`src/spp_params.svh`:
```
// offsets, field positions and timing counts of the serial port
// assumes a byte-addressed register bus with one 32-bit word per register
`ifndef SPP_PARAMS_SVH
`define SPP_PARAMS_SVH

// ==========================================================
// register byte offsets
`define SPP_OFF_DATA 8'h00
`define SPP_OFF_CTRL 8'h04
`define SPP_OFF_STAT 8'h08
`define SPP_OFF_IRQC 8'h0c

// ==========================================================
// field positions
`define SPP_CTRL_WRITE_COLLISION 7
`define SPP_CTRL_SOV 6
`define SPP_CTRL_EN 5
`define SPP_CTRL_CKP 4
`define SPP_STAT_SMP 7
`define SPP_STAT_CKE 6
`define SPP_STAT_BF 0
`define SPP_IRQC_FLAG 0
`define SPP_IRQC_IEN 1
`define SPP_IRQC_TXDIS 2

// ==========================================================
// timing: system clocks per serial bit for the three divided rates
`define SPP_BIT_CLKS_DIV4 4
`define SPP_BIT_CLKS_DIV16 16
`define SPP_BIT_CLKS_DIV64 64

// ==========================================================
// bus answers
`define SPP_RESP_OKAY 2'b00
`define SPP_RESP_SLVERR 2'b10

`endif

```
`src/spp_pkg.sv`:
```
// types shared by the serial port
// assumes spp_params.svh is compiled alongside
package spp_pkg;

    // ==========================================================
    // mode codes of the control register
    typedef enum logic [3:0] {
        SPP_M_DIV4 = 4'h0,
        SPP_M_DIV16 = 4'h1,
        SPP_M_DIV64 = 4'h2,
        SPP_M_TMR = 4'h3,
        SPP_M_SLV_SS = 4'h4,
        SPP_M_SLV_NOSS = 4'h5
    } spp_mode_t;

    // master transfer sequencer
    typedef enum logic [0:0] {
        SPP_IDLE = 1'b0,
        SPP_RUN = 1'b1
    } spp_state_t;

endpackage

```
`src/spp_port.sv`:
```
// synchronous serial port, spi role, with an axi4-lite register slave
// assumes serial pins already sampled in core_clk terms; pad logic resolves oe
//
// Behaviour
// - port works only while port_enable is set; setting it hands pins over
// - serial clock pin driven in master role, input in slave role
// - data leaves on one clock edge; the slave, and the master with sample_phase clear, capture on the opposite one
// - master write to data buffer starts an 8-bit exchange at once
// - with data output disabled, bytes still arrive with normal status
// - most significant bit goes out first
// - master rate is clock over 4, 16, 64, or half the timer rate
// - master clock idles at the polarity level
// - with edge select set, first data bit is valid before first edge
// - sample_phase picks middle or end of bit for master sampling
// - slave shifts on external clock; flag rises after the last bit
// - slave keeps shifting during sleep; byte end flags, and wakes if port interrupts are enabled
// - select-controlled slave with select low exchanges and drives output
// - select high floats data output, even mid byte
// - select high in mode 4 or port disable zeroes the bit counter
// - master freezes during sleep and resumes where it stopped
// - byte end wakes the device only if port interrupts are enabled
// - reset disables the port and aborts any transfer
// - spi modes map to polarity and edge bits as the mode table
// - a complete byte sets the flag and is copied to the buffer, except in slave role with buffer_full set (then sov is set)
// - buffer write during a transfer is dropped and sets write_collision
// - reading the data buffer clears buffer_full
`timescale 1ns/1ns
`default_nettype none
`include "spp_params.svh"

module spp_port
    import spp_pkg::*;
(
    input wire logic core_clk,
    input wire logic rst_n,
    input wire logic clk_en,
    input wire logic sleep_mode,
    input wire logic timer_tick,
    input wire logic [7:0] s_axi_awaddr,
    input wire logic s_axi_awvalid,
    output logic s_axi_awready,
    input wire logic [31:0] s_axi_wdata,
    input wire logic [3:0] s_axi_wstrb,
    input wire logic s_axi_wvalid,
    output logic s_axi_wready,
    output logic [1:0] s_axi_bresp,
    output logic s_axi_bvalid,
    input wire logic s_axi_bready,
    input wire logic [7:0] s_axi_araddr,
    input wire logic s_axi_arvalid,
    output logic s_axi_arready,
    output logic [31:0] s_axi_rdata,
    output logic [1:0] s_axi_rresp,
    output logic s_axi_rvalid,
    input wire logic s_axi_rready,
    input wire logic sck_in,
    output logic sck_out,
    output logic sck_oe,
    input wire logic sdi,
    output logic sdo_out,
    output logic sdo_oe,
    input wire logic ss_n,
    output logic wake_req
);

    // ==========================================================
    // state
    typedef struct packed {
        spp_state_t mstate;
        logic awready;
        logic wready;
        logic aw_full;
        logic w_full;
        logic [7:0] aw_addr;
        logic [7:0] wdata;
        logic wstrb0;
        logic bvalid;
        logic [1:0] bresp;
        logic arready;
        logic rvalid;
        logic [31:0] rdata;
        logic [1:0] rresp;
        logic [7:0] data_buf;
        logic write_collision;
        logic sov;
        logic en;
        logic clock_polarity;
        logic [3:0] mode;
        logic sample_phase;
        logic cke;
        logic bf;
        logic irq_flag;
        logic irq_en;
        logic tx_dis;
        logic [7:0] tx_sr;
        logic [7:0] rx_sr;
        logic txbit;
        logic [4:0] half;
        logic [5:0] div;
        logic [3:0] bitcnt;
        logic sck_out;
        logic sck_oe;
        logic sdo_oe;
        logic wake;
        logic sck_s1;
        logic sck_s2;
        logic sck_s3;
        logic ss_s1;
        logic ss_s2;
    } spp_state_s_t;

    spp_state_s_t s;
    spp_state_s_t next_s;

    // address decode shared by read and write paths; 4 means unmapped
    function automatic logic [2:0] spp_decode(input logic [7:0] a);
        if (a == `SPP_OFF_DATA)
            spp_decode = 3'h0;
        else if (a == `SPP_OFF_CTRL)
            spp_decode = 3'h1;
        else if (a == `SPP_OFF_STAT)
            spp_decode = 3'h2;
        else if (a == `SPP_OFF_IRQC)
            spp_decode = 3'h3;
        else
            spp_decode = 3'h4;
    endfunction

    // ==========================================================
    // helper terms
    logic is_master;
    logic is_slave;
    logic slave_live;
    logic busy;
    logic wr_commit;
    logic data_wr;
    logic data_rd;
    logic m_tick;
    logic m_tx;
    logic m_smp;
    logic m_last;
    logic s_lead;
    logic s_trail;
    logic s_tx;
    logic s_smp;
    logic deliver;
    logic [7:0] rx_new;
    logic [5:0] half_clks;
    logic [4:0] last_half;

    assign is_master = s.mode < 4'(SPP_M_SLV_SS);
    assign is_slave = (s.mode == SPP_M_SLV_SS) || (s.mode == SPP_M_SLV_NOSS);
    // select gates the slave only in mode 4
    assign slave_live = s.en && is_slave && ((s.mode == SPP_M_SLV_NOSS) || !s.ss_s2);
    assign busy = (s.mstate == SPP_RUN) || (is_slave && s.bitcnt != 4'h0);
    assign wr_commit = s.aw_full && s.w_full && !s.bvalid;
    assign data_wr = wr_commit && s.wstrb0 && (spp_decode(s.aw_addr) == 3'h0);
    assign data_rd = s_axi_arvalid && s.arready && (spp_decode(s_axi_araddr) == 3'h0);

    // master rate: half a bit per divider wrap, or one timer tick
    always_comb
    begin
        case (s.mode)
            SPP_M_DIV16: half_clks = 6'(`SPP_BIT_CLKS_DIV16 / 2);
            SPP_M_DIV64: half_clks = 6'(`SPP_BIT_CLKS_DIV64 / 2);
            default: half_clks = 6'(`SPP_BIT_CLKS_DIV4 / 2);
        endcase
    end

    // sleep halts the master sequencer where it stands
    assign m_tick = (s.mstate == SPP_RUN) && !sleep_mode
        && ((s.mode == SPP_M_TMR) ? timer_tick : (s.div == half_clks - 6'd1));
    // edge 0 is idle to active; even edges lead, odd edges trail
    assign last_half = (!s.cke && s.sample_phase) ? 5'd16 : 5'd15;
    assign m_tx = s.cke ? (s.half[0] && s.half < 5'd15)
        : (!s.half[0] && s.half < 5'd16);
    // sample at mid bit, or at the end of the bit when sample_phase is set
    assign m_smp = s.sample_phase ? ((s.half[0] == s.cke) && (s.cke || s.half != 5'd0))
        : (s.half[0] != s.cke);
    assign m_last = s.half == last_half;

    // slave edges from the synchronised clock; stage one is never read here
    assign s_lead = (s.sck_s2 != s.clock_polarity) && (s.sck_s3 == s.clock_polarity);
    assign s_trail = (s.sck_s2 == s.clock_polarity) && (s.sck_s3 != s.clock_polarity);
    // trailing-edge shifts wait for a byte in flight so a fresh load is kept
    assign s_tx = slave_live && (s.cke ? (s_trail && s.bitcnt != 4'h0) : s_lead);
    assign s_smp = slave_live && (s.cke ? s_lead : s_trail);

    assign rx_new = {s.rx_sr[6:0], sdi};
    assign deliver = (m_tick && m_last) || (s_smp && s.bitcnt == 4'h7);

    // ==========================================================
    // next state
    always_comb
    begin
        next_s = s;
        next_s.sck_s1 = sck_in;
        next_s.sck_s2 = s.sck_s1;
        next_s.sck_s3 = s.sck_s2;
        next_s.ss_s1 = ss_n;
        next_s.ss_s2 = s.ss_s1;

        // bus: address and data taken in either order
        if (s_axi_awvalid && s.awready)
        begin
            next_s.aw_full = 1'b1;
            next_s.aw_addr = s_axi_awaddr;
        end
        if (s_axi_wvalid && s.wready)
        begin
            next_s.w_full = 1'b1;
            next_s.wdata = s_axi_wdata[7:0];
            next_s.wstrb0 = s_axi_wstrb[0];
        end
        if (s.bvalid && s_axi_bready)
            next_s.bvalid = 1'b0;
        if (s.rvalid && s_axi_rready)
            next_s.rvalid = 1'b0;

        // read: upper bits and reserved fields read as zero
        if (s_axi_arvalid && s.arready)
        begin
            next_s.rvalid = 1'b1;
            next_s.rresp = `SPP_RESP_OKAY;
            next_s.rdata = 32'h0000_0000;
            case (spp_decode(s_axi_araddr))
                3'h0: next_s.rdata[7:0] = s.data_buf;
                3'h1: next_s.rdata[7:0] = {s.write_collision, s.sov, s.en, s.clock_polarity, s.mode};
                3'h2: next_s.rdata[7:0] = {s.sample_phase, s.cke, 5'h00, s.bf};
                3'h3: next_s.rdata[2:0] = {s.tx_dis, s.irq_en, s.irq_flag};
                default: next_s.rresp = `SPP_RESP_SLVERR;
            endcase
        end
        if (data_rd)
            next_s.bf = 1'b0;

        // write commit once both halves are held
        if (wr_commit)
        begin
            next_s.aw_full = 1'b0;
            next_s.w_full = 1'b0;
            next_s.bvalid = 1'b1;
            next_s.bresp = (spp_decode(s.aw_addr) == 3'h4) ? `SPP_RESP_SLVERR
                : `SPP_RESP_OKAY;
            if (s.wstrb0)
            begin
                if (spp_decode(s.aw_addr) == 3'h1)
                begin
                    next_s.write_collision = s.wdata[`SPP_CTRL_WRITE_COLLISION];
                    next_s.sov = s.wdata[`SPP_CTRL_SOV];
                    next_s.en = s.wdata[`SPP_CTRL_EN];
                    next_s.clock_polarity = s.wdata[`SPP_CTRL_CKP];
                    next_s.mode = s.wdata[3:0];
                end
                else if (spp_decode(s.aw_addr) == 3'h2)
                begin
                    next_s.sample_phase = s.wdata[`SPP_STAT_SMP];
                    next_s.cke = s.wdata[`SPP_STAT_CKE];
                end
                else if (spp_decode(s.aw_addr) == 3'h3)
                begin
                    if (s.wdata[`SPP_IRQC_FLAG])
                        next_s.irq_flag = 1'b0;
                    next_s.irq_en = s.wdata[`SPP_IRQC_IEN];
                    next_s.tx_dis = s.wdata[`SPP_IRQC_TXDIS];
                end
            end
        end

        // data buffer write: dropped while a byte is moving
        if (data_wr)
        begin
            if (busy)
                next_s.write_collision = 1'b1;
            else
            begin
                next_s.data_buf = s.wdata;
                next_s.tx_sr = s.wdata;
                next_s.txbit = s.wdata[7];
                // with edge select set, bit 7 already stands on the line, so both roles skip it
                if (s.cke)
                    next_s.tx_sr = {s.wdata[6:0], 1'b0};
                if (s.en && is_master)
                begin
                    next_s.mstate = SPP_RUN;
                    next_s.half = 5'd0;
                    next_s.div = 6'd0;
                end
            end
        end

        // master sequencer
        if (s.mstate == SPP_RUN && !sleep_mode)
            next_s.div = m_tick ? 6'd0 : s.div + 6'd1;
        if (m_tick)
        begin
            next_s.half = s.half + 5'd1;
            if (s.half < 5'd16)
                next_s.sck_out = ~s.sck_out;
            if (m_tx)
            begin
                next_s.txbit = s.tx_sr[7];
                next_s.tx_sr = {s.tx_sr[6:0], 1'b0};
            end
            if (m_smp)
                next_s.rx_sr = rx_new;
            if (m_last)
            begin
                next_s.mstate = SPP_IDLE;
                next_s.data_buf = m_smp ? rx_new : s.rx_sr;
                next_s.bf = 1'b1;
                next_s.irq_flag = 1'b1;
            end
        end
        else if (s.mstate == SPP_IDLE)
            next_s.sck_out = s.clock_polarity;

        // slave shifter, runs regardless of sleep
        if (s_tx)
        begin
            next_s.txbit = s.tx_sr[7];
            next_s.tx_sr = {s.tx_sr[6:0], 1'b0};
        end
        if (s_smp)
        begin
            next_s.rx_sr = rx_new;
            next_s.bitcnt = s.bitcnt + 4'h1;
            if (s.bitcnt == 4'h7)
            begin
                next_s.bitcnt = 4'h0;
                next_s.irq_flag = 1'b1;
                if (s.bf)
                    next_s.sov = 1'b1; // old byte kept, new one lost
                else
                begin
                    next_s.data_buf = rx_new;
                    next_s.bf = 1'b1;
                end
            end
        end

        // disable or raised select aborts the byte
        if (!s.en || (s.mode == SPP_M_SLV_SS && s.ss_s2))
            next_s.bitcnt = 4'h0;
        if (!s.en)
        begin
            next_s.mstate = SPP_IDLE;
            next_s.half = 5'd0;
            next_s.div = 6'd0;
        end

        // pin drivers; output enables take effect one cycle later
        next_s.sck_oe = s.en && is_master;
        next_s.sdo_oe = s.en && !s.tx_dis && (is_master || slave_live);
        next_s.wake = next_s.irq_flag && next_s.irq_en;

        next_s.awready = !next_s.aw_full;
        next_s.wready = !next_s.w_full;
        next_s.arready = !next_s.rvalid;
    end

    // ==========================================================
    // registers; reset clears everything, which disables the port
    always_ff @(posedge core_clk or negedge rst_n)
    begin
        if (!rst_n)
            s <= '0;
        else if (clk_en)
            s <= next_s;
    end

    // outputs straight from the state register
    assign s_axi_awready = s.awready;
    assign s_axi_wready = s.wready;
    assign s_axi_bvalid = s.bvalid;
    assign s_axi_bresp = s.bresp;
    assign s_axi_arready = s.arready;
    assign s_axi_rvalid = s.rvalid;
    assign s_axi_rdata = s.rdata;
    assign s_axi_rresp = s.rresp;
    assign sck_out = s.sck_out;
    assign sck_oe = s.sck_oe;
    assign sdo_out = s.txbit;
    assign sdo_oe = s.sdo_oe;
    assign wake_req = s.wake;
endmodule // spp_port

`default_nettype wire

```
`config.mk`:
```
export PLATFORM = sky130hd
export DESIGN_NAME = spp_port
export DESIGN_NICKNAME = d
export VERILOG_FILES = /design/src/spp_pkg.sv /design/src/spp_port.sv
export VERILOG_INCLUDE_DIRS = /design/src
export SDC_FILE = /design/constraint.sdc
export NUM_CORES = 1
export LEC_CHECK = 0
export ABC_AREA = 1
export BUFFER_PORTS_ARGS = -buffer_cell sky130_fd_sc_hd__buf_2
export CAP_MARGIN = 20
export CORE_ASPECT_RATIO = 1.1
export CORE_MARGIN = 2
export CORE_UTILIZATION = 50
export DETAILED_ROUTE_END_ITERATION = 6
export PLACE_DENSITY = 0.85
export SLEW_MARGIN = 20
export SYNTH_ARGS = -nofsm -noshare
export SYNTH_HDL_FRONTEND = slang
export SYNTH_SLANG_ARGS = --single-unit
```
`constraint.sdc`:
```
create_clock -name core_clk -period 2.7 [get_ports core_clk]
set_input_delay 0.27 -clock core_clk [delete_from_list [all_inputs] [get_ports core_clk]]
set_output_delay 0.27 -clock core_clk [all_outputs]
set_load 0.02 [all_outputs]
```
=== After elaboration in Yosys (flattened, before gate mapping) ===
Index checks and enable logic that the tools add are counted.

* Bits in registers: 100
* Output and inout port bits: 46
* Word-level logic and storage cells: 248

* Add/sub/neg operators: 4
* Order comparisons: 3
* Equal/unequal tests: 35
* Muxes and demuxes: 93
* Bitwise gates (word level): 3
* Reduce and logical (&&, ||, !) cells: 69

{| class="wikitable"
|+ Operators with widths
! kind !! number
|-
| two-way mux 8 bit || 14
|-
| two-way mux 3 bit || 25
|-
| two-way mux 35 bit || 1
|-
| equality test 8 x 4 -> 1 bit, second input constant || 4
|-
| logical AND 1 bit || 29
|-
| two-way mux 1 bit || 27
|-
| two-way mux 12 bit || 2
|-
| two-way mux 11 bit || 2
|-
| two-way mux 22 bit || 1
|-
| two-way mux 10 bit || 2
|-
| two-way mux 2 bit || 9
|-
| equality test 8 x 3 -> 1 bit, second input constant || 2
|-
| zero test 8 bit || 2
|-
| case mux 5 bit (3 select lines) || 1
|-
| AND reduction 2 bit || 7
|-
| equality test 3 x 2 -> 1 bit, second input constant || 4
|-
| equality test 4 x 3 -> 1 bit, second input constant || 3
|-
| two-way mux 4 bit || 3
|-
| two-way mux 6 bit || 2
|-
| inequality test 3 x 1 -> 1 bit, second input constant || 4
|-
| case mux 3 bit (4 select lines) || 1
|-
| case mux 6 bit (2 select lines) || 1
|-
| AND reduction 4 bit || 3
|-
| zero test 1 bit || 10
|-
| other kinds (29) || 48
|}

=== Depth between registers and ports, before layout ===
* Word-level depth: 28
* Mapped depth: 14
* Mapped depth without buffers: 13

=== Worst setup path before layout ===
OpenSTA, ideal clock, no wires.

* Kind: register to register
* Start: register s, in the netlist s_axi_bvalid
* End: register s[40] in the netlist's numbering
* Data arrival time: 1594 ps
* Data required time: 2566 ps
* Path slack: 972 ps
* Cell stages (with the launch flop): 12
* Cell sequence: dfrtp_1 inv_1 nand3_1 nor2_1 nand2_1 nor2_1 nand2_1 buf_2 o21ai_0 nand3_1 nand3_1 o21ai_0

* Cells in the longest elaborated chain, start to end: 8

{| class="wikitable"
|+ RTL lines
! what !! line !! RTL
|-
| start: declaration || spp_port.sv:112 || <nowiki>spp_state_s_t s;</nowiki>
|-
| start signal: assignment || spp_port.sv:369 || <nowiki>s <= next_s;</nowiki>
|-
| zero test 1 bit * || spp_port.sv:156 || <nowiki>assign wr_commit = s.aw_full && s.w_full && !s.bvalid;</nowiki>
|-
| logical AND 1 bit * || spp_port.sv:156 ||
|-
| logical AND 1 bit * (2 in series) || spp_port.sv:157 || <nowiki>assign data_wr = wr_commit && s.wstrb0 && (spp_decode(s.aw_addr) == 3'h0);</nowiki>
|-
| two-way mux 8 bit * || spp_port.sv:271 || <nowiki>if (data_wr)</nowiki>
|-
| two-way mux 8 bit || spp_port.sv:300 || <nowiki>if (m_tx)</nowiki>
|-
| two-way mux 22 bit * || spp_port.sv:295 || <nowiki>if (m_tick)</nowiki>
|-
| two-way mux 8 bit * || spp_port.sv:319 || <nowiki>if (s_tx)</nowiki>
|}

Mark *: on every way between the ends. The rest lies on a longest branch, timed or not. The select of a mux whose other input is x is not followed.
A chain may end at the register's enable or synchronous reset.

=== Final worst setup path ===
* Start: register s, in the netlist s_axi_bvalid
* End: register s[38] in the netlist's numbering

The elaborated chain is that of the path after synthesis.

==> impl_metrics.ini <==
[floorplanning]
rows = 40
die_y_um = 116.0
initial_core_util = 0.5176
fp.dieW_um = 105.8
die_area_mm2 = 0.01227
io_pins = 111
core_region_area_mm2 = 0.01101

[global_route]
grt_pass1_wl_mm = 23.35
grtUsageTotal = 0.2368
grt_max_degree = 46
first_global_vias = 4877
grt_busiest_layer = met2
use_met2 = 0.3841
grt_use_met1 = 0.3258
grt_antenna_before_repair = 0
grt_util_met3 = 0.02812
grt.overflow.total = 0

[worst_setup_path]
reg2reg_depth = 11
path_max_fanout = 28
cp_data_required_time_ps = 2910
rr_startpoint = s_axi_bvalid$_DFFE_PN0P_
r2r_end = s[38]$_DFFE_PN0P_
regToRegSetupSlack_ps = 570
worstSetupPathType = register to register
worstPathArrival_ps = 2340
worstSetupEndpointType = register
worstSetupStartpointType = register

[timing]
rsz0062_at_grt = no
fmax_mhz = 469.1
slew_headroom = 0.5436
hold_ws_ps = 115.9
setup_viol = 0
hold_viol = 0
slew_viol_final = 0
fin_skew_ps = 6.948
min_period_ps = 2132
fin_setup_tns_ps = 0
tightest_slew_ps = 683.8
min_period_over_period = 0.7895

[clock_network]
clkSlewWorstSetupHoldPaths_ps = 70
cts_setup_buffers = 0
worstSkewPairLatency_ps = 340
cts_buffers = 9
root_buffer = clkbuf_16
h-tree-depth = 3
cts_tree = yes
clockBufferDepth = 2
cts_sinks = 98

[power_and_ir_drop]
p_per_area_mw_per_mm2 = 697.5
ir_drop_uv = 486.4
total_power_w = 0.004382
p_leak_nw = 3.309

[routing]
final_antenna_net_count = 0
vias_per_cell = 5.331
drc = 0
firstDrtPassIters = 5
detailroute.via_count = 5240
drt_iter0_markers = 444
wire_per_inst_um = 13.97
drt-total-wl_mm = 13.73

[layout]
multi_input_area_mm2 = 0.002675
diodes = 0
fillers = 1032
drive_above_1_share = 0.1244
syn_to_final_growth_pct = 10.25
num-nets-final = 902
regArea_mm2 = 0.002452

[hold_path]
hold_path.startpoint = s_axi_awaddr[6]
min_to = s[117]$_DFFE_PN0P_
hold_class = input pin to register
hold_depth = 3

[logic_synthesis]
synth_area_leader_cell = dfrtp_1
yosysTopAreaCellShare = 0.4303
yosysWarnings = 0
seq_area_frac_synth = 0.4303
synth_cell_types = 41
syn_area_mm2 = 0.005699
ys_ff_latch = 98
synthCells = 784
avgSynthCellArea_um2 = 7.269
yosys-top-cells-area = dfrtp_1 43%, nand2_1 17%, o21ai_0 7.7%, nand3_1 5.9%, buf_4 4.7%

[job]
max-cap-violations = 0

[placed_design]
place.port_buffers = 57
hpwlAfterDp_mm = 9.912
gp_congestion = 0.9205

[run_status]
status = complete, no violations
==> state kept, by name, summed over array words and instances (netlist names), 3 cells and up <==
name,flops
s,68
s_axi_rdata,8
rx_new,7
next_s,3
==> kinds of logic after synthesis <==
group | synth area share
flops | 0.4303
simple gates | 0.2924
xor+xnor | 0.01229
fa+ha+maj | 0.01098
other cells | 0.0006580
compound gates | 0.1366
buf+inv | 0.1168
==> critical path, stage by stage, from the launching register on <==
cell and delay [ps]:
dfrtp_1 400, inv_1 60, nand3_1 130, nor2_1 220
nand2_1 90, nor2_1 270, nand2_1 140, buf_4 240
o21ai_0 180, nand3_1 90, nand3_1 80, o21ai_0 90
==> metrics by stage <==
step / cells / instance area (um2) / setup slack (ps) / utilization
5_1_grt: 983 / 6284 / 350.3 / 0.5707
6_report: 983 / 6284 / 568.4 / 0.5707
3_3_place_gp: 967 / 5993 / 713.2 / 0.5443
2_1_floorplan: 809 / 5793 / 971.5 / -
3_5_place_dp: 967 / 5993 / 655.1 / 0.5443
4_1_cts: 983 / 6284 / 601.1 / 0.5707
==> Yosys cell counts (all sizes together) <==
| library cell | number |
|---|---|
| nor2 | 55 |
| or2 | 1 |
| a21boi | 2 |
| and2 | 1 |
| dfrtp | 98 |
| nand2 | 256 |
| o21ai | 95 |
| xor2 | 6 |
| a22o | 1 |
| o2bb2ai | 1 |
| nand4 | 12 |
| o221ai | 1 |
| a31oi | 2 |
| o21bai | 1 |
| inv | 75 |
| nor3 | 5 |
| o22ai | 8 |
| o31ai | 7 |
| clkbuf | 12 |
| ha | 5 |
| a211oi | 1 |
| nand3b | 1 |
| o211ai | 1 |
| buf | 49 |
| nand3 | 68 |
| conb | 1 |
| a21oi | 17 |
| xnor2 | 2 |
==> worst max path at each step <==
stage / startpoint / depth (start not counted) / slack [ps] / endpoint
6_report: s_axi_bvalid$_DFFE_PN0P_ / 11 / 570 / s[38]$_DFFE_PN0P_
5_1_grt: s_axi_bvalid$_DFFE_PN0P_ / 11 / 350 / s[37]$_DFFE_PN0P_
4_1_cts: s_axi_bvalid$_DFFE_PN0P_ / 11 / 600 / s[38]$_DFFE_PN0P_
3_5_place_dp: s_axi_bvalid$_DFFE_PN0P_ / 11 / 660 / s[36]$_DFFE_PN0P_
3_3_place_gp: s[49]$_DFFE_PN0P_ / 11 / 710 / s[58]$_DFFE_PN0P_
2_1_floorplan: s_axi_bvalid$_DFFE_PN0P_ / 11 / 970 / s[40]$_DFFE_PN0P_
==> repair_timing <==
action / 4_1_cts / 5_1_grt
resized for setup: 0 / 0
hold buffers: 1 / 0
endpoints found under the hold margin: 42 / 0
==> layer usage <==
metal	vias to the layer above	wire, um
met5	-	0
met4	0	292
met3	28	1033
met2	235	6425
met1	2405	5978
li1	2572	-
==> layout make-up <==
class | instances | share of cell area
Multi-Input combinational cell | 575 | 0.4257
Clock buffer | 11 | 0.04022
Inverter | 75 | 0.04480
Tap cell | 147 | 0.02927
Clock inverter | 4 | 0.004381
Sequential cell | 98 | 0.3903
Timing Repair Buffer | 73 | 0.06531
==> cell usage in the layout (no fill, tap or decap), types with 6 or more instances in the layout <==
cell type,n
o31ai_1,7
clkbuf_16,9
xor2_1,6
inv_1,72
nand2_1,253
buf_2,56
o21ai_0,88
nor2_1,53
a21oi_1,16
o22ai_1,8
nand4_1,11
buf_4,16
conb_1,26
dfrtp_1,98
nand3_1,67
==> where the power goes <==
part | internal (W) | switching [W] | total [W] | leakage [nW]
sequential | 0.00177 | 0.000231 | 0.00200 | 1.27
combinational | 0.000378 | 0.000783 | 0.00116 | 1.90
clock | 0.000670 | 0.000553 | 0.00122 | 0.141
No activity file was read; power rests on OpenSTA's default activity.
